File: src/lcdcd_pkg.sv
// Package for the display contrast and drive mode block.
// Holds register map, field layouts, reset values and carrier structs.
// Assumes an AXI4-Lite master with 32-bit data on the register side.
// How it works
// - 16-bit instruction, tag 0110100000 in bits 15:6
// - Six-bit code from low bits, LSB first
// - Code is step; 14.10 V minus 0.15 V each
// - Code drives level only with adjuster enabled
// - Bias select 0 quarter, 1 fifth
// - Inversion select 0 line, 1 frame
// - Duty 1/8 to 1/16 in every mode
// - Duty and frame rate from 4-bit fields
`default_nettype none
package lcdcd_pkg;
	// Register byte offsets
	localparam logic [7:0] LCDCD_OFF_INSTR   = 8'h00; // Contrast instruction word
	localparam logic [7:0] LCDCD_OFF_METHOD  = 8'h04; // Display method fields
	localparam logic [7:0] LCDCD_OFF_STATUS  = 8'h08; // Drive state readback
	// Contrast instruction layout
	localparam int        LCDCD_CODE_W       = 6;     // Contrast code width
	localparam int        LCDCD_TAG_LSB      = 6;     // Start of fixed part
	localparam logic [9:0] LCDCD_TAG         = 10'h1a0; // Word bits 15:6, D271 down to D262
	// Method register field positions
	localparam int        LCDCD_DUTY_LSB     = 0;     // Duty field, 4 bits
	localparam int        LCDCD_FRATE_LSB    = 4;     // Frame rate field, 4 bits
	localparam int        LCDCD_BIAS_BIT     = 8;     // Bias ratio select
	localparam int        LCDCD_INV_BIT      = 9;     // Inversion select
	localparam int        LCDCD_COMDIR_BIT   = 10;    // Common direction select
	localparam int        LCDCD_CLK_BIT      = 11;    // Clock source select
	localparam int        LCDCD_ADJ_BIT      = 12;    // Contrast adjuster enable
	// Reset values
	localparam logic [5:0]  LCDCD_CODE_RST   = 6'h00; // Step 0
	localparam logic [12:0] LCDCD_METHOD_RST = 13'h0000;
	// Level arithmetic in units of 10 mV
	localparam logic [10:0] LCDCD_TOP_MV10   = 11'h582; // 14.10 V
	localparam logic [4:0]  LCDCD_STEP_MV10  = 5'h0f;   // 0.15 V
	// Duty range
	localparam logic [4:0]  LCDCD_DUTY_MIN   = 5'h08;
	localparam logic [4:0]  LCDCD_DUTY_MAX   = 5'h10;
	// Drive mode carrier
	typedef struct packed {
		logic       adj_en;                    // Contrast adjuster in use
		logic       clock_source_select;       // 1 external clock
		logic       common_direction_select;   // Common scan direction
		logic       inversion_select;          // 0 line, 1 frame
		logic       bias_ratio_select;         // 0 quarter, 1 fifth
		logic [3:0] frame_rate_field;          // Frame frequency code
		logic [3:0] duty_field;                // Duty code
	} lcdcd_method_t;
	// Decoded drive carrier
	typedef struct packed {
		logic        level_valid;              // Level below is in force
		logic [10:0] top_bias_level;           // Top bias level, 10 mV units
		logic [4:0]  duty_n;                   // Duty denominator 8..16
	} lcdcd_drive_t;
endpackage
`default_nettype wire

File: src/lcdcd_decode.sv
// Contrast instruction checker and level decoder.
// Purely combinational; the parent registers each result it connects.
`timescale 1ns/10ps
`default_nettype none
module lcdcd_decode
	import lcdcd_pkg::*;
(
	input  wire logic [15:0] instr,      // Received instruction D256..D271
	input  wire logic [5:0]  code,       // Latched contrast code
	output logic             is_contrast, // Instruction is a contrast one
	output logic [10:0]      level       // Top bias level, 10 mV units
);
	// Fixed bits must match exactly, else the word is some other command
	always_comb
	begin
		is_contrast = (instr[15:LCDCD_TAG_LSB] == LCDCD_TAG);
	end
	// Unsigned step times fixed step below top
	always_comb
	begin
		// Both factors widened first: step 63 needs ten bits of product
		level = LCDCD_TOP_MV10 - (11'(code) * 11'(LCDCD_STEP_MV10));
	end
endmodule
`default_nettype wire

File: src/lcdcd_duty.sv
// Duty field decoder: maps the 4-bit field to a denominator 8..16.
// Codes outside the range clamp, so the drive never sees an illegal duty.
`timescale 1ns/10ps
`default_nettype none
module lcdcd_duty
	import lcdcd_pkg::*;
(
	input  wire logic [3:0] duty_field, // Duty code
	output logic [4:0]      duty_n      // Duty denominator
);
	// Code k gives 1/(8+k), clamped at 1/16
	always_comb
	begin
		if ({1'b0, duty_field} > (LCDCD_DUTY_MAX - LCDCD_DUTY_MIN))
			duty_n = LCDCD_DUTY_MAX;
		else
			duty_n = LCDCD_DUTY_MIN + {1'b0, duty_field};
	end
endmodule
`default_nettype wire

File: src/lcdcd_top.sv
// Top of the display contrast and drive mode block.
// AXI4-Lite slave carries contrast instructions and method fields;
// outputs feed the analog bias generator and the common/segment drivers.
`timescale 1ns/10ps
`default_nettype none
module lcdcd_top
	import lcdcd_pkg::*;
(
	input  wire logic        aclk,          // Clock, 50 MHz
	input  wire logic        aresetn,       // Synchronous reset, low
	input  wire logic        ce,            // Clock enable
	input  wire logic        s_awvalid,     // Write address valid
	output logic             s_awready,     // Write address ready
	input  wire logic [7:0]  s_awaddr,      // Write address
	input  wire logic        s_wvalid,      // Write data valid
	output logic             s_wready,      // Write data ready
	input  wire logic [31:0] s_wdata,       // Write data
	input  wire logic [3:0]  s_wstrb,       // Byte strobes
	output logic             s_bvalid,      // Write response valid
	input  wire logic        s_bready,      // Write response ready
	output logic [1:0]       s_bresp,       // Write response
	input  wire logic        s_arvalid,     // Read address valid
	output logic             s_arready,     // Read address ready
	input  wire logic [7:0]  s_araddr,      // Read address
	output logic             s_rvalid,      // Read data valid
	input  wire logic        s_rready,      // Read data ready
	output logic [31:0]      s_rdata,       // Read data
	output logic [1:0]       s_rresp,       // Read response
	output lcdcd_method_t    mode_out,      // Drive mode selections
	output lcdcd_drive_t     drive_out,     // Level and duty to drivers
	output logic [5:0]       contrast_code  // Latched contrast code
);
	// Write channel state
	logic        aw_held_r, aw_held_nxt;   // Address captured
	logic        w_held_r,  w_held_nxt;    // Data captured
	logic        awready_r, awready_nxt;   // Address ready, registered
	logic        wready_r,  wready_nxt;    // Data ready, registered
	logic [7:0]  waddr_r,   waddr_nxt;     // Captured address
	logic [31:0] wdata_r,   wdata_nxt;     // Captured data
	logic [3:0]  wstrb_r,   wstrb_nxt;     // Captured strobes
	logic        bvalid_r,  bvalid_nxt;    // Response pending
	logic [1:0]  bresp_r,   bresp_nxt;     // Response code
	// Read channel state
	logic        rvalid_r,  rvalid_nxt;    // Read data pending
	logic        arready_r, arready_nxt;   // Read address ready, registered
	logic [31:0] rdata_r,   rdata_nxt;     // Read data
	logic [1:0]  rresp_r,   rresp_nxt;     // Read response
	// Block state
	logic [5:0]    code_r,   code_nxt;     // Contrast code
	lcdcd_method_t meth_r,   meth_nxt;     // Method fields
	lcdcd_drive_t  drive_r,  drive_nxt;    // Registered drive outputs
	logic [15:0]   last_r,   last_nxt;     // Last instruction word seen
	logic          rej_r,    rej_nxt;      // Last instruction refused
	// Decoder results
	logic        dec_is_contrast;          // Incoming word is contrast
	logic [10:0] level_now;                // Level of latched code
	logic [4:0]  duty_now;                 // Duty from latched field
	logic        do_write;                 // Both halves held
	logic [15:0] wr_instr;                 // Instruction half of write

	// Layout guard: code and fixed part must fill the 16-bit word exactly
	if (LCDCD_CODE_W != LCDCD_TAG_LSB || LCDCD_TAG_LSB + $bits(LCDCD_TAG) != 16)
	begin : g_layout_bad
		$error("contrast code and fixed part do not fill the instruction word");
	end
	// Duty range must fit the 4-bit duty field
	if (LCDCD_DUTY_MAX - LCDCD_DUTY_MIN > 5'h0f)
	begin : g_duty_bad
		$error("duty range wider than the duty field");
	end

	assign do_write = aw_held_r && w_held_r && !bvalid_r;
	assign wr_instr = wdata_r[15:0];

	// Check the pending write for the contrast pattern
	lcdcd_decode u_chk (
		.instr       (wr_instr),
		.code        (code_r),
		.is_contrast (dec_is_contrast),
		.level       ()
	);
	// Level from the code already latched
	lcdcd_decode u_lvl (
		.instr       (last_r),
		.code        (code_r),
		.is_contrast (),
		.level       (level_now)
	);
	// Duty denominator
	lcdcd_duty u_duty (
		.duty_field (meth_r.duty_field),
		.duty_n     (duty_now)
	);

	// Write path: take address and data in either order, answer after both
	always_comb
	begin
		aw_held_nxt = aw_held_r;
		w_held_nxt  = w_held_r;
		waddr_nxt   = waddr_r;
		wdata_nxt   = wdata_r;
		wstrb_nxt   = wstrb_r;
		bvalid_nxt  = bvalid_r;
		bresp_nxt   = bresp_r;
		code_nxt    = code_r;
		meth_nxt    = meth_r;
		last_nxt    = last_r;
		rej_nxt     = rej_r;
		if (s_awvalid && !aw_held_r)
		begin
			aw_held_nxt = 1'b1;
			waddr_nxt   = s_awaddr;
		end
		if (s_wvalid && !w_held_r)
		begin
			w_held_nxt = 1'b1;
			wdata_nxt  = s_wdata;
			wstrb_nxt  = s_wstrb;
		end
		if (do_write)
		begin
			aw_held_nxt = 1'b0;
			w_held_nxt  = 1'b0;
			bvalid_nxt  = 1'b1;
			bresp_nxt   = 2'b00;
			case (waddr_r)
				LCDCD_OFF_INSTR:
				begin
					// Whole word only: a partial write cannot form an instruction
					if (wstrb_r[1:0] == 2'b11)
					begin
						last_nxt = wr_instr;
						rej_nxt  = !dec_is_contrast;
						if (dec_is_contrast)
							code_nxt = wr_instr[LCDCD_CODE_W-1:0];
					end
					else
						rej_nxt = 1'b1;
				end
				LCDCD_OFF_METHOD:
				begin
					if (wstrb_r[0])
						meth_nxt[7:0] = wdata_r[7:0];
					if (wstrb_r[1])
						meth_nxt[12:8] = wdata_r[LCDCD_ADJ_BIT:LCDCD_BIAS_BIT];
				end
				LCDCD_OFF_STATUS:
					bresp_nxt = 2'b10; // Read-only
				default:
					bresp_nxt = 2'b11; // Unmapped
			endcase
		end
		if (bvalid_r && s_bready)
			bvalid_nxt = 1'b0;
		// Readies mirror an empty holder one cycle ahead, so they leave flops
		awready_nxt = !aw_held_nxt;
		wready_nxt  = !w_held_nxt;
	end

	// Read path: one outstanding read, answered the cycle after address
	always_comb
	begin
		rvalid_nxt = rvalid_r;
		rdata_nxt  = rdata_r;
		rresp_nxt  = rresp_r;
		if (s_arvalid && !rvalid_r)
		begin
			rvalid_nxt = 1'b1;
			rresp_nxt  = 2'b00;
			case (s_araddr)
				// Last whole-word instruction, accepted or not
				LCDCD_OFF_INSTR:
					rdata_nxt = {16'h0000, last_r};
				// Mode fields as stored
				LCDCD_OFF_METHOD:
					rdata_nxt = {19'h00000, meth_r};
				// Refusal flag, level valid, code, duty, level
				LCDCD_OFF_STATUS:
					rdata_nxt = {8'h00, rej_r, drive_r.level_valid, code_r,
						drive_r.duty_n, drive_r.top_bias_level};
				// Unmapped: zero data with a decode error
				default:
				begin
					rdata_nxt = 32'h0000_0000;
					rresp_nxt = 2'b11;
				end
			endcase
		end
		else if (rvalid_r && s_rready)
			rvalid_nxt = 1'b0;
		// Ready leaves a flop: low while an answer waits for rready
		arready_nxt = !rvalid_nxt;
	end

	// Drive outputs follow the latched settings one cycle later
	always_comb
	begin
		drive_nxt.level_valid = meth_r.adj_en;
		// Without the adjuster the level is external; hold zero there
		drive_nxt.top_bias_level = meth_r.adj_en ? level_now : 11'h000;
		drive_nxt.duty_n = duty_now;
	end

	// Write channel registers; ce low freezes them
	always_ff @(posedge aclk)
	begin
		if (!aresetn)
		begin
			// Readies come up high so the first request is taken at once
			aw_held_r <= 1'b0;
			awready_r <= 1'b1;
			w_held_r  <= 1'b0;
			wready_r  <= 1'b1;
			waddr_r   <= 8'h00;
			wdata_r   <= 32'h0000_0000;
			wstrb_r   <= 4'h0;
			bvalid_r  <= 1'b0;
			bresp_r   <= 2'b00;
		end
		else if (ce)
		begin
			aw_held_r <= aw_held_nxt;
			awready_r <= awready_nxt;
			w_held_r  <= w_held_nxt;
			wready_r  <= wready_nxt;
			waddr_r   <= waddr_nxt;
			wdata_r   <= wdata_nxt;
			wstrb_r   <= wstrb_nxt;
			bvalid_r  <= bvalid_nxt;
			bresp_r   <= bresp_nxt;
		end
	end

	// Read channel registers; ce low freezes them
	always_ff @(posedge aclk)
	begin
		if (!aresetn)
		begin
			rvalid_r  <= 1'b0;
			arready_r <= 1'b1;
			rdata_r   <= 32'h0000_0000;
			rresp_r   <= 2'b00;
		end
		else if (ce)
		begin
			rvalid_r  <= rvalid_nxt;
			arready_r <= arready_nxt;
			rdata_r   <= rdata_nxt;
			rresp_r   <= rresp_nxt;
		end
	end

	// Settings registers: code, mode fields, last word, refusal flag
	// Held through ce low, so a paused clock never loses a setting
	always_ff @(posedge aclk)
	begin
		if (!aresetn)
		begin
			code_r    <= LCDCD_CODE_RST;
			meth_r    <= LCDCD_METHOD_RST;
			last_r    <= 16'h0000;
			rej_r     <= 1'b0;
		end
		else if (ce)
		begin
			code_r    <= code_nxt;
			meth_r    <= meth_nxt;
			last_r    <= last_nxt;
			rej_r     <= rej_nxt;
		end
	end

	// Drive registers: one cycle behind the settings
	always_ff @(posedge aclk)
	begin
		if (!aresetn)
		begin
			drive_r   <= '0;
		end
		else if (ce)
		begin
			drive_r   <= drive_nxt;
		end
	end

	// Every port below leaves a flop directly; readies are kept as flops
	// of their own so no inverter sits between state and pin
	assign s_awready     = awready_r;
	assign s_wready      = wready_r;
	assign s_bvalid      = bvalid_r;
	assign s_bresp       = bresp_r;
	assign s_arready     = arready_r;
	assign s_rvalid      = rvalid_r;
	assign s_rdata       = rdata_r;
	assign s_rresp       = rresp_r;
	assign mode_out      = meth_r;
	assign drive_out     = drive_r;
	assign contrast_code = code_r;
endmodule
`default_nettype wire

File: config.mk
export PLATFORM = sky130hd
export DESIGN_NAME = lcdcd_top
export DESIGN_NICKNAME = d
export VERILOG_FILES = /design/src/lcdcd_pkg.sv /design/src/lcdcd_decode.sv /design/src/lcdcd_duty.sv /design/src/lcdcd_top.sv
export SDC_FILE = /design/constraint.sdc
export NUM_CORES = 1
export LEC_CHECK = 0
export BUFFER_PORTS_ARGS = -buffer_cell sky130_fd_sc_hd__buf_2
export CORE_MARGIN = 3
export CORE_UTILIZATION = 53
export DETAILED_ROUTE_END_ITERATION = 7
export PLACE_DENSITY = 0.87
export RECOVER_POWER = 100
export SYNTH_ARGS = -nofsm -noshare
export SYNTH_HDL_FRONTEND = slang
export SYNTH_SLANG_ARGS = --single-unit
File: constraint.sdc
create_clock -name aclk -period 4.75 [get_ports aclk]
set_clock_uncertainty 0.05 [all_clocks]
set_input_delay 0.95 -clock aclk [delete_from_list [all_inputs] [get_ports aclk]]
set_output_delay 0.95 -clock aclk [all_outputs]
set_load 0.005 [all_outputs]
# Word-level counts from Yosys, hierarchy flattened
# Index checks and enable logic that the tools add are counted.
[totals]
input_bits = 60
regBits = 122
out_inout_bits = 77
elab_cells = 80
[classes]
reduce_logical = 30
n_eq_ne = 6
n_addsub = 2
muxes = 14
n_lt_le_gt_ge = 1
multipliers = 1
[ops]
columns = ["op", "n"]
rows = [
  ["24-bit case mux with 3 select lines", 1],
  ["8-bit by 3-bit == test with 1-bit output, second input constant", 2],
  ["8-bit by 4-bit == test with 1-bit output, second input constant", 2],
  ["8-bit logical NOT", 2],
  ["4-bit AND reduction", 3],
  ["11-bit 2-to-1 mux", 1],
  ["11-bit by 10-bit subtractor with 11-bit output, first input constant", 1],
  ["10-bit by 9-bit == test with 1-bit output, second input constant", 1],
  ["6-bit by 4-bit multiplier with 10-bit output, second input constant", 1],
  ["2-bit AND reduction", 5],
  ["1-bit 2-to-1 mux", 9],
  ["1-bit logical NOT", 8],
  ["1-bit logical AND", 7],
  ["4-bit by 4-bit adder with 5-bit output, first input constant", 1],
  ["5-bit 2-to-1 mux", 1],
  ["5-bit AND reduction", 1],
  ["4-bit greater-than comparator, second input constant", 1],
  ["2-bit case mux with 2 select lines", 1],
  ["3-bit AND reduction", 1],
  ["3-bit OR reduction", 1],
  ["2-bit == test, second input constant", 1],
  ["2-bit 2-to-1 mux", 1],
  ["2-bit nonzero test", 1],
  ["2-bit OR reduction", 1],
]

# Depth between registers and ports, before layout
# Gate-level depths: netlist (run 1).
[depth]
ltp_word = 5
ltp_mapped = 13
depth_no_buf = 13

# Modules after synthesis
# From an unflattened synthesis (run 1), not the netlist that was laid out.
[unflattened]
cells_unflattened = 676
area_unflattened_um2 = 6317.3
[modules_own_cells]
columns = ["module", "n_inst", "area_per_inst_um2", "seq_area_each_um2", "cells_each"]
rows = [
  ["lcdcd_top", 1, 4652.0, 2262.2, 485],
  ["lcdcd_decode", 2, 819.5, 0.0, 93],
  ["lcdcd_duty", 1, 26.3, 0.0, 5],
]

# Least setup slack after synthesis (run 1)
# Ideal clock, no wire load.
[synth_path]
path_type = "register -> register"
start = "reg code_r[1], in the netlist contrast_code[1]"
end = "reg drive_r (netlist bit drive_out[13])"
setup_slack_ns = 1.316
setup_ns = 0.122
stages_incl_launch_ff = 13
arrival_ns = 3.261
synth_period_minus_slack_ns = 3.434
required_ns = 4.578
path_buffers = 0
path_cell_list = "dfxtp_1 -> inv_1 -> fa_1 -> inv_1 -> fa_1 -> inv_1 -> ha_1 -> ha_1 -> nor2b_1 -> o31a_1 -> o21ai_1 -> a2111oi_0 -> a311o_1"
[synth_between]
elab_chain_len = 3
[synth_lines]
columns = ["element", "line", "rtl"]
rows = [
  ["start: declaration", "lcdcd_top.sv:49", "logic [5:0] code_r, code_nxt;"],
  ["start signal: assignment", "lcdcd_top.sv:266", "code_r <= code_nxt;"],
  ["6-bit by 4-bit multiplier with 10-bit output", "lcdcd_decode.sv:22", "level = LCDCD_TOP_MV10 - (11'(code) * 11'(LCDCD_STEP_MV10));"],
  ["11-bit by 10-bit subtractor with 11-bit output", "lcdcd_decode.sv:22", ""],
  ["11-bit 2-to-1 mux", "lcdcd_top.sv:200", "drive_nxt.top_bias_level = meth_r.adj_en ? level_now : 11'h000;"],
  ["end signal: assignment", "lcdcd_top.sv:282", "drive_r <= drive_nxt;"],
  ["end: declaration", "lcdcd_top.sv:51", "lcdcd_drive_t drive_r, drive_nxt;"],
]
# Every way passes these cells.
# A chain may end at the register's enable or synchronous reset.

# Worst setup path after layout (run 1)
[layout_path]
start = "in ce"
end = "reg rdata_r[17], in the netlist s_rdata[17]"
[layout_between]
elab_chain_len = 1
[layout_lines]
columns = ["element", "line", "rtl"]
rows = [
  ["start: declaration", "lcdcd_top.sv:11", "input wire logic ce,"],
  ["2-bit AND reduction (no source line)", "--", ""],
  ["end signal: assignment", "lcdcd_top.sv:248", "rdata_r <= rdata_nxt;"],
  ["end: declaration", "lcdcd_top.sv:46", "logic [31:0] rdata_r, rdata_nxt;"],
]
# Every way passes these cells.

==> metrics, run 1 <==
status finished, violations left; failing checks capacitance limit, slew limit; VDD IR max about 240 µV; asr flop ratio synth 0%; GRT Resource Usage Total about a quarter; Hold Path Stages 2; pins over their slew limit just under 70; vias post-DR ~4,600; boundary pin count roughly 140; Bufs on Longest Clock Path 2; internal power 1.80 mW; # port buffers between 100 and 150; htree depth 4; M1 wire length between 5000 and 6000 µm; die area 11,200 µm²; Final ANT Viol Nets 0; period utilization between 80% and 90%; largest net degree at the start of global routing 59; P_sw between 0.5 and 0.6 mW; Synth top cells by count dfxtp_1, nor2_1, nand2_1; CTS Buf Count 17; fin cells about 800; launch point of the worst path ce; Seq/Total Area, Yosys a little over two fifths; worst slack at placement about 1.1 ns; fmax roughly 0.25 GHz; # Post-CTS Setup Buffers 0; Post-synth EDFFs 0; # setup viols final 0; Reg clk slew, reported paths about 0.060 ns; Via density roughly 5.6; Max Cap Viol 3; Routed WL per cell ~17 µm; Gate power share between 4 and 5%; Setup TNS 0 ns; top cell type by total area after synthesis dfxtp_1; largest cells by area after synthesis dfxtp_1, mux2i_1, ha_1; drc violations 0; final net count about 770; post-route setup slack about 0.8 ns; metal2 WL ~7100 µm; Hold EP wstrb_r[1]$_SDFFE_PN0P_; post-CTS resize count 0; later-pin clock latency in the skew report ~0.51 ns; Pwr Total ~2.3 mW; Critical R2R Launch contrast_code[1]$_SDFFE_PN0P_; Initial Utilization roughly 56%; CP Data Required Time ~5.1 ns; Yosys warnings 0; Final Wtd Congestion approximately 0.86; Syn Area/Cell ~9.2 µm²; core area about 9500 µm²; startpoint types input pin; Synth top area share between 40% and 50%; layout cells sized above 1 approximately 16%; worst relative slew slack -27.3%; Tmin final 3.93 ns; Initial DRT Pass Iterations 5; Layout Area Growth over Synthesis 20.0%; vias in the first global route between 4,000 and 5,000; FF-to-FF End drive_out[13]$_SDFFE_PN0P_; TritonCTS clock tree yes; Max Used Layer met4; Sw Ratio about 22%; CTS root buffer clkbuf_8; Clk pwr share a little over half; diode count 0; count of cell types in the netlist between 50 and 60; placed insts 785; LEAKAGE 2.78 nW; Reg power frac 42.4%; number of synthesized register bits between 100 and 150; Worst Hold Launch wstrb_r[1]$_SDFFE_PN0P_; Synth Cell Area between 5000 and 6000 µm²; Hold Path Class reg -> reg; RSZ-0062 raised after global routing false; Final Hold Fails 0; hpwl dp around 9700 µm; R2R Setup Slk ~0.84 ns; Pwr Density between 300 and 400 nW/µm²; Vert. Die Dim between 100 and 150 µm; cell with the most instances after synthesis dfxtp_1; critical path class in -> reg; grt ovf 0; Setup crit end kind flop; initial antenna violation count 0; CTS Hold Buffers Added 0; Num Clock Sinks roughly 110; Critical Path AT between 4 and 5 ns; Max FO, Critical Path 24; pin slew with the least headroom to its limit 1.89 ns; post-synthesis cell count 575; Routed met3 length between 900 and 1000 µm; DIE WIDTH about 110 µm; first-pass GRT wire length around 23,000 µm; FP Rows 35; Initial DRC Count ~330; final WL 14,300 µm; Reg2Reg Depth 12; Primary FF master, synth dfxtp_1
[stage by stage]
stage               utilization [%]  hold slack (ns)  instance area [µm²]
floorplan                         -            0.399                 5320
global placement               62.0            0.408                 5860
detailed placement             62.0            0.415                 5860
CTS                            68.1            0.426                 6440
global route                   67.1            0.447                 6350
finish                         67.1            0.427                 6350
[layout make-up]
class | instances | area [µm²]
fillers | 765 | 3110
multi-input cells | 397 | 2700
flip-flops and latches | 113 | 2260
repair buffers | 113 | 520
clock buffers | 23 | 477
well taps | 129 | 161
inverters | 33 | 124
clock inverters | 8 | 104
[critical path: stages]
cell and delay [ns]:
clkbuf_1 0.53, clkbuf_1 0.84, nand3b_1 0.85, nor3b_2 0.82, a22oi_1 0.16, nor2_1 0.13
[registers in the layout (all words and copies together), names as in the netlist, 2 cells and up]
signal	count
contrast_code	6
drive_out	17
last_r	16
mode_out	13
s_bresp	2
s_rdata	24
waddr_r	8
wdata_r	16
wstrb_r	2
[logic make-up after synthesis]
| group | share of synthesized area (%) |
|---|---|
| mux | 11.3 |
| fa+ha+maj | 8.61 |
| xor+xnor | 0.497 |
| buf+inv | 5.98 |
| simple gates | 17.9 |
| other cells | 0.0709 |
| compound gates | 12.9 |
| flops | 42.7 |
[layer usage]
| layer | vias to the layer above | track usage (%) |
|---|---|---|
| li1 | 2132 | - |
| met1 | 2173 | 32.9 |
| met2 | 224 | 44.4 |
| met3 | 24 | 5.83 |
| met4 | 0 | 8.14 |
| met5 | - | 0 |
[power by group through the flow]
stage / combinational [mW] / clock (mW) / sequential [mW]
after floorplan: 0.0739 / 0 / 0.995
after global placement: 0.101 / 0 / 0.999
after detailed placement: 0.104 / 0 / 1.00
after CTS: 0.106 / 1.24 / 0.980
after global routing: 0.116 / 1.28 / 0.981
final: 0.104 / 1.23 / 0.980
[cells in the final DEF (no fill, tap or decap), types with 9 or more instances in the layout]
master,count
dfxtp_1,113
buf_2,73
nor2_1,69
nand2_1,62
mux2i_1,60
clkbuf_1,39
inv_1,33
o21ai_0,26
a21oi_1,22
ha_1,22
nor2b_1,21
clkbuf_16,16
a21boi_0,14
a22o_1,13
a22oi_1,11
fa_1,9
[worst max-delay path by stage]
| stage | end | slack, ns |
|---|---|---|
| floorplan | drive_out[13]$_SDFFE_PN0P_ | 1.32 |
| global placement | drive_out[13]$_SDFFE_PN0P_ | 1.14 |
| detailed placement | drive_out[13]$_SDFFE_PN0P_ | 1.08 |
| CTS | drive_out[13]$_SDFFE_PN0P_ | 1.0 |
| global route | drive_out[13]$_SDFFE_PN0P_ | 0.52 |
| finish | s_rdata[17]$_SDFFE_PN0P_ | 0.82 |
Power figures use the tool's default switching activity.
==> run 2, diff against run 1 <==
==> constraint.sdc (replaced) <==
create_clock -name aclk -period 3.75 [get_ports aclk]
set_clock_uncertainty 0.05 [all_clocks]
set_input_delay 0.75 -clock aclk [delete_from_list [all_inputs] [get_ports aclk]]
set_output_delay 0.75 -clock aclk [all_outputs]
set_load 0.005 [all_outputs]
==> metrics, run 2 (same netlist as run 1, synthesis figures left out) <==
Bufs on Longest Clock Path 2; Num Clock Sinks between 100 and 150; drc violations 0; LEAKAGE between 2 and 3 nW; # Post-CTS Setup Buffers 0; VDD IR max roughly 330 µV; Initial DRC Count ~320; metal2 WL approximately 6700 µm; Final Hold Fails 0; commonest non-fill, non-tap cell in the layout dfxtp_1; layout cells sized above 1 a little under a fifth; final WL between 10,000 and 15,000 µm; hpwl dp between 9000 and 10,000 µm; Initial DRT Pass Iterations 5; htree depth 4; TritonCTS clock tree yes; most frequent cells in the layout dfxtp_1, buf_2, nor2_1; Via density between 5 and 6; CTS Buf Count 17; FP Rows 35; Tmin final 3.54 ns; later-pin clock latency in the skew report slightly above 0.5 ns; # port buffers between 100 and 150; Final Wtd Congestion slightly below 0.9; pins over their slew limit 52; Placement Cell Area 5930 µm²; period utilization 94.5%; failing checks capacitance limit, slew limit; Max Cap Viol 2; Hold Path Class in -> reg; Setup TNS 0 ns; CTS root buffer clkbuf_8; Critical Path AT about 4 ns; Vert. Die Dim about 110 µm; Layout Area Growth over Synthesis 22.2%; RSZ-0062 raised after global routing false; number of fill cells in the layout 748; boundary pin count 137; Initial Utilization a little under three fifths; initial antenna violation count 0; Routed met3 length 916 µm; die area 11,200 µm²; first-pass GRT wire length 22,500 µm; Max Used Layer met4; # setup viols final 0; pin slew with the least headroom to its limit 1.79 ns; largest net degree at the start of global routing 50; vias in the first global route about 4,500; Routed WL per cell roughly 17 µm; grt ovf 0; Final ANT Viol Nets 0; Pwr Density ~480 nW/µm²; Largest register FFs 24; fmax ~0.28 GHz; status finished, violations left; DIE WIDTH ~110 µm; GRT Resource Usage Total roughly 25%; startpoint types flop; post-CTS resize count 0; critical path class reg -> reg; CTS Hold Buffers Added 0; core area 9460 µm²; diode count 0; M1 wire length around 5700 µm; Setup crit end kind flop; final instance area between 6000 and 7000 µm²; Reg clk slew, reported paths 0.06 ns; worst relative slew slack -20.6%; Max FO, Critical Path 5; vias post-DR ~4,500; final net count 775; CP Data Required Time 4.10 ns
==> run 2: cell count changes in the layout (fill, tap and decap cells not counted), sizes merged <==
| cell | before | now |
|---|---|---|
| buf | 75 | 88 |
| clkbuf | 61 | 52 |
| inv | 33 | 37 |
| bufinv | 2 | 4 |
| clkinv | 2 | 4 |
| clkinvlp | 4 | 2 |
==> run 2: where the power goes <==
| part | internal (mW) | leakage, nW | switching (mW) | total (mW) |
|---|---|---|---|---|
| Combinational | 0.0523 | 1.67 | 0.0811 | 0.133 |
| Sequential | 1.22 | 0.915 | 0.0202 | 1.24 |
| Clock | 1.11 | 0.303 | 0.595 | 1.70 |
==> run 2: worst paths after layout <==
kind	start	to	slack, ns	cells past startpoint
max	contrast_code[1]$_SDFFE_PN0P_	drive_out[13]$_SDFFE_PN0P_	0.21	12
min	s_awaddr[6]	waddr_r[6]$_SDFFE_PN0P_	0.42	3
max reg2reg	contrast_code[1]$_SDFFE_PN0P_	drive_out[13]$_SDFFE_PN0P_	0.21	12
min reg2reg	s_rdata[4]$_SDFFE_PN0P_	s_rdata[4]$_SDFFE_PN0P_	0.43	1
==> run 2: final cells by class <==
cell class | instances | area [µm²] | area share, %
multi-input cells | 397 | 2710 | 41.9
well taps | 129 | 161 | 2.50
clock inverters | 14 | 201 | 3.11
clock buffers | 18 | 428 | 6.62
inverters | 33 | 124 | 1.92
repair buffers | 122 | 582 | 9.00
flip-flops and latches | 113 | 2260 | 35.0
==> run 2: stage by stage <==
step	instances	power (mW)	worst slack, ns	utilization, %	hold WS [ns]
after floorplan	582	1.35	0.316	-	0.399
after global placement	794	1.39	0.312	62.7	0.409
after detailed placement	794	1.40	0.283	62.7	0.416
after CTS	826	3.09	0.213	69.3	0.397
after global routing	826	3.17	0.0474	68.4	0.397
final	826	3.08	0.207	68.4	0.416
==> run 2: layer usage <==
| metal | up-vias | global-route usage [%] |
|---|---|---|
| li1 | 2157 | - |
| met1 | 2139 | 32.0 |
| met2 | 184 | 42.3 |
| met3 | 28 | 5.71 |
| met4 | 0 | 8.97 |
| met5 | - | 0 |
==> run 2: worst max-delay path, stage by stage, from the launching register on <==
cell,delay [ns]
dfxtp_1,0.34
inv_1,0.13
fa_1,0.56
inv_1,0.05
fa_1,0.49
inv_1,0.04
ha_1,0.29
ha_1,0.34
nor2b_1,0.17
o31a_1,0.26
o21ai_1,0.27
a2111oi_0,0.16
a311o_1,0.29
==> run 3, diff against run 2 <==
--- a/config.mk
+++ b/config.mk
@@ -7,9 +7,10 @@
 export LEC_CHECK = 0
 export BUFFER_PORTS_ARGS = -buffer_cell sky130_fd_sc_hd__buf_2
 export CORE_MARGIN = 3
-export CORE_UTILIZATION = 53
+export CORE_UTILIZATION = 48
 export DETAILED_ROUTE_END_ITERATION = 7
-export PLACE_DENSITY = 0.87
+export HOLD_SLACK_MARGIN = 0.05
+export PLACE_DENSITY = 0.83
 export RECOVER_POWER = 100
 export SYNTH_ARGS = -nofsm -noshare
 export SYNTH_HDL_FRONTEND = slang
==> constraint.sdc (replaced) <==
create_clock -name aclk -period 2.9 [get_ports aclk]
set_clock_uncertainty 0.05 [all_clocks]
set_input_delay 0.58 -clock aclk [delete_from_list [all_inputs] [get_ports aclk]]
set_output_delay 0.58 -clock aclk [all_outputs]
set_load 0.005 [all_outputs]
==> metrics, run 3 (same netlist as run 1, synthesis figures left out) <==
htree depth 4; Layout Area Growth over Synthesis 26.5%; worst slack at placement -0.240 ns; die area about 12,000 µm²; final net count 789; startpoint types flop; critical path class reg -> reg; status finished, violations left; critical path's top delay family adder cells; layout cells sized above 1 between 20% and 30%; Max FO, Critical Path 3; crit path max-delay cell type fa_1; drc violations 0; DIE WIDTH between 100 and 150 µm; final instance area roughly 6700 µm²; LEAKAGE ~2.9 nW; Setup crit end kind flop; crit path cell chain inv_4 -> fa_1 -> inv_2 -> fa_1 -> inv_2 -> ha_4 -> ha_4 -> nor2b_4 -> o31a_1 -> o21ai_2 -> a2111oi_2 -> a311o_1; post-route setup slack -0.252 ns; core area ~11,000 µm²; Bufs on Longest Clock Path 2; Vert. Die Dim around 110 µm; pin slew with the least headroom to its limit 1.23 ns; # port buffers 110; FP Rows 37; Setup TNS -0.818 ns; Via density 5.40; CTS root buffer clkbuf_8; Num Clock Sinks between 100 and 150; most frequent cells in the layout dfxtp_1, buf_2, nor2_1; Reg clk slew, reported paths ~0.060 ns; period utilization 109%; final WL 14,000 µm; vias in the first global route roughly 4,600; # setup viols final 6; largest net degree at the start of global routing 60; CTS Buf Count 17; initial antenna violation count 0; pins over their slew limit 0; Placement Cell Area ~6100 µm²; vias post-DR about 4,600; Largest register FFs 24; CP Data Required Time 3.25 ns; Initial DRT Pass Iterations 6; Hold Path Class in -> reg; fmax 0.317 GHz; Final Util between 60% and 70%; Final Hold Fails 0; Tmin final about 3.2 ns; Initial Utilization just over 50%; diode count 0; worst relative slew slack a little under a fifth; commonest non-fill, non-tap cell in the layout dfxtp_1; boundary pin count ~140; RSZ-0062 raised after global routing true; crit path buf inv count 3; Final Wtd Congestion roughly 0.9; Initial DRC Count 349; Max Cap Viol 0; Pwr Density about 580 nW/µm²; CP max stage delay between 0.5 and 0.6 ns; Final ANT Viol Nets 0; later-pin clock latency in the skew report about 0.53 ns; GRT Resource Usage Total around 23%; TritonCTS clock tree yes; hpwl dp 9870 µm; first-pass GRT wire length around 23,000 µm; CTS Hold Buffers Added 0; grt ovf 0; Critical Path AT 3.50 ns; Routed WL per cell between 15 and 20 µm; VDD IR max 470 µV; failing checks setup timing
## run 3: cell types whose count changed in the layout (fill, tap and decap cells not counted), sizes merged
cell | before | now
inv | 37 | 36
bufinv | 4 | 3
buf | 88 | 94
clkinv | 4 | 6
clkbuf | 52 | 60
## run 3: power by group
group	switching, mW	internal (mW)
clock	0.746	1.33
combinational	0.109	0.0661
sequential	0.0247	1.58
total	0.880	2.97
## run 3: metal layers
metal / track usage [%] / vias up / wire (µm)
met3: 7.53 / 46 / 931
met1: 27.7 / 2164 / 5970
li1: - / 2180 / -
met2: 37.4 / 187 / 6640
met5: 0 / - / 0
met4: 11.1 / 0 / 494
## run 3: worst paths after layout
check	startpoint	endpoint	slack [ns]	cells past startpoint
hold reg to reg	s_rdata[1]$_SDFFE_PN0P_	s_rdata[1]$_SDFFE_PN0P_	0.43	1
hold / removal	s_wdata[13]	wdata_r[13]$_SDFFE_PN0P_	0.24	3
setup reg to reg	contrast_code[1]$_SDFFE_PN0P_	drive_out[13]$_SDFFE_PN0P_	-0.25	12
setup / recovery	contrast_code[1]$_SDFFE_PN0P_	drive_out[13]$_SDFFE_PN0P_	-0.25	12
## run 3: what timing repair did
item / in CTS / in global routing
setup endpoints to repair: 6 / 6
resized for setup: 4 / 10
setup buffers: 1 / 0
pin swaps: 8 / 4
## run 3: worst min-delay path: cells and delay by family
| family | cells | cell delay, ns |
|---|---|---|
| AO/OA/AOI/OAI | 1 | 0.05 |
| AND/OR/NAND/NOR | 1 | 0.04 |
| buffers and inverters | 1 | 0.10 |
## run 3: area by class of cell
class | count | area (µm²)
fill | 837 | 3810
multi-input combinational | 397 | 2850
sequential | 113 | 2270
timing repair buffer | 136 | 692
clock buffer | 18 | 428
tap | 136 | 170
clock inverter | 14 | 161
inverter | 33 | 126
## run 3: metrics by stage
| step | instances | hold slack (ns) | total power, mW |
|---|---|---|---|
| floorplan | 582 | 0.399 | 1.75 |
| global placement | 814 | 0.414 | 1.80 |
| detailed placement | 814 | 0.411 | 1.81 |
| CTS | 847 | 0.229 | 3.88 |
| global route | 847 | 0.232 | 3.97 |
| finish | 847 | 0.245 | 3.85 |
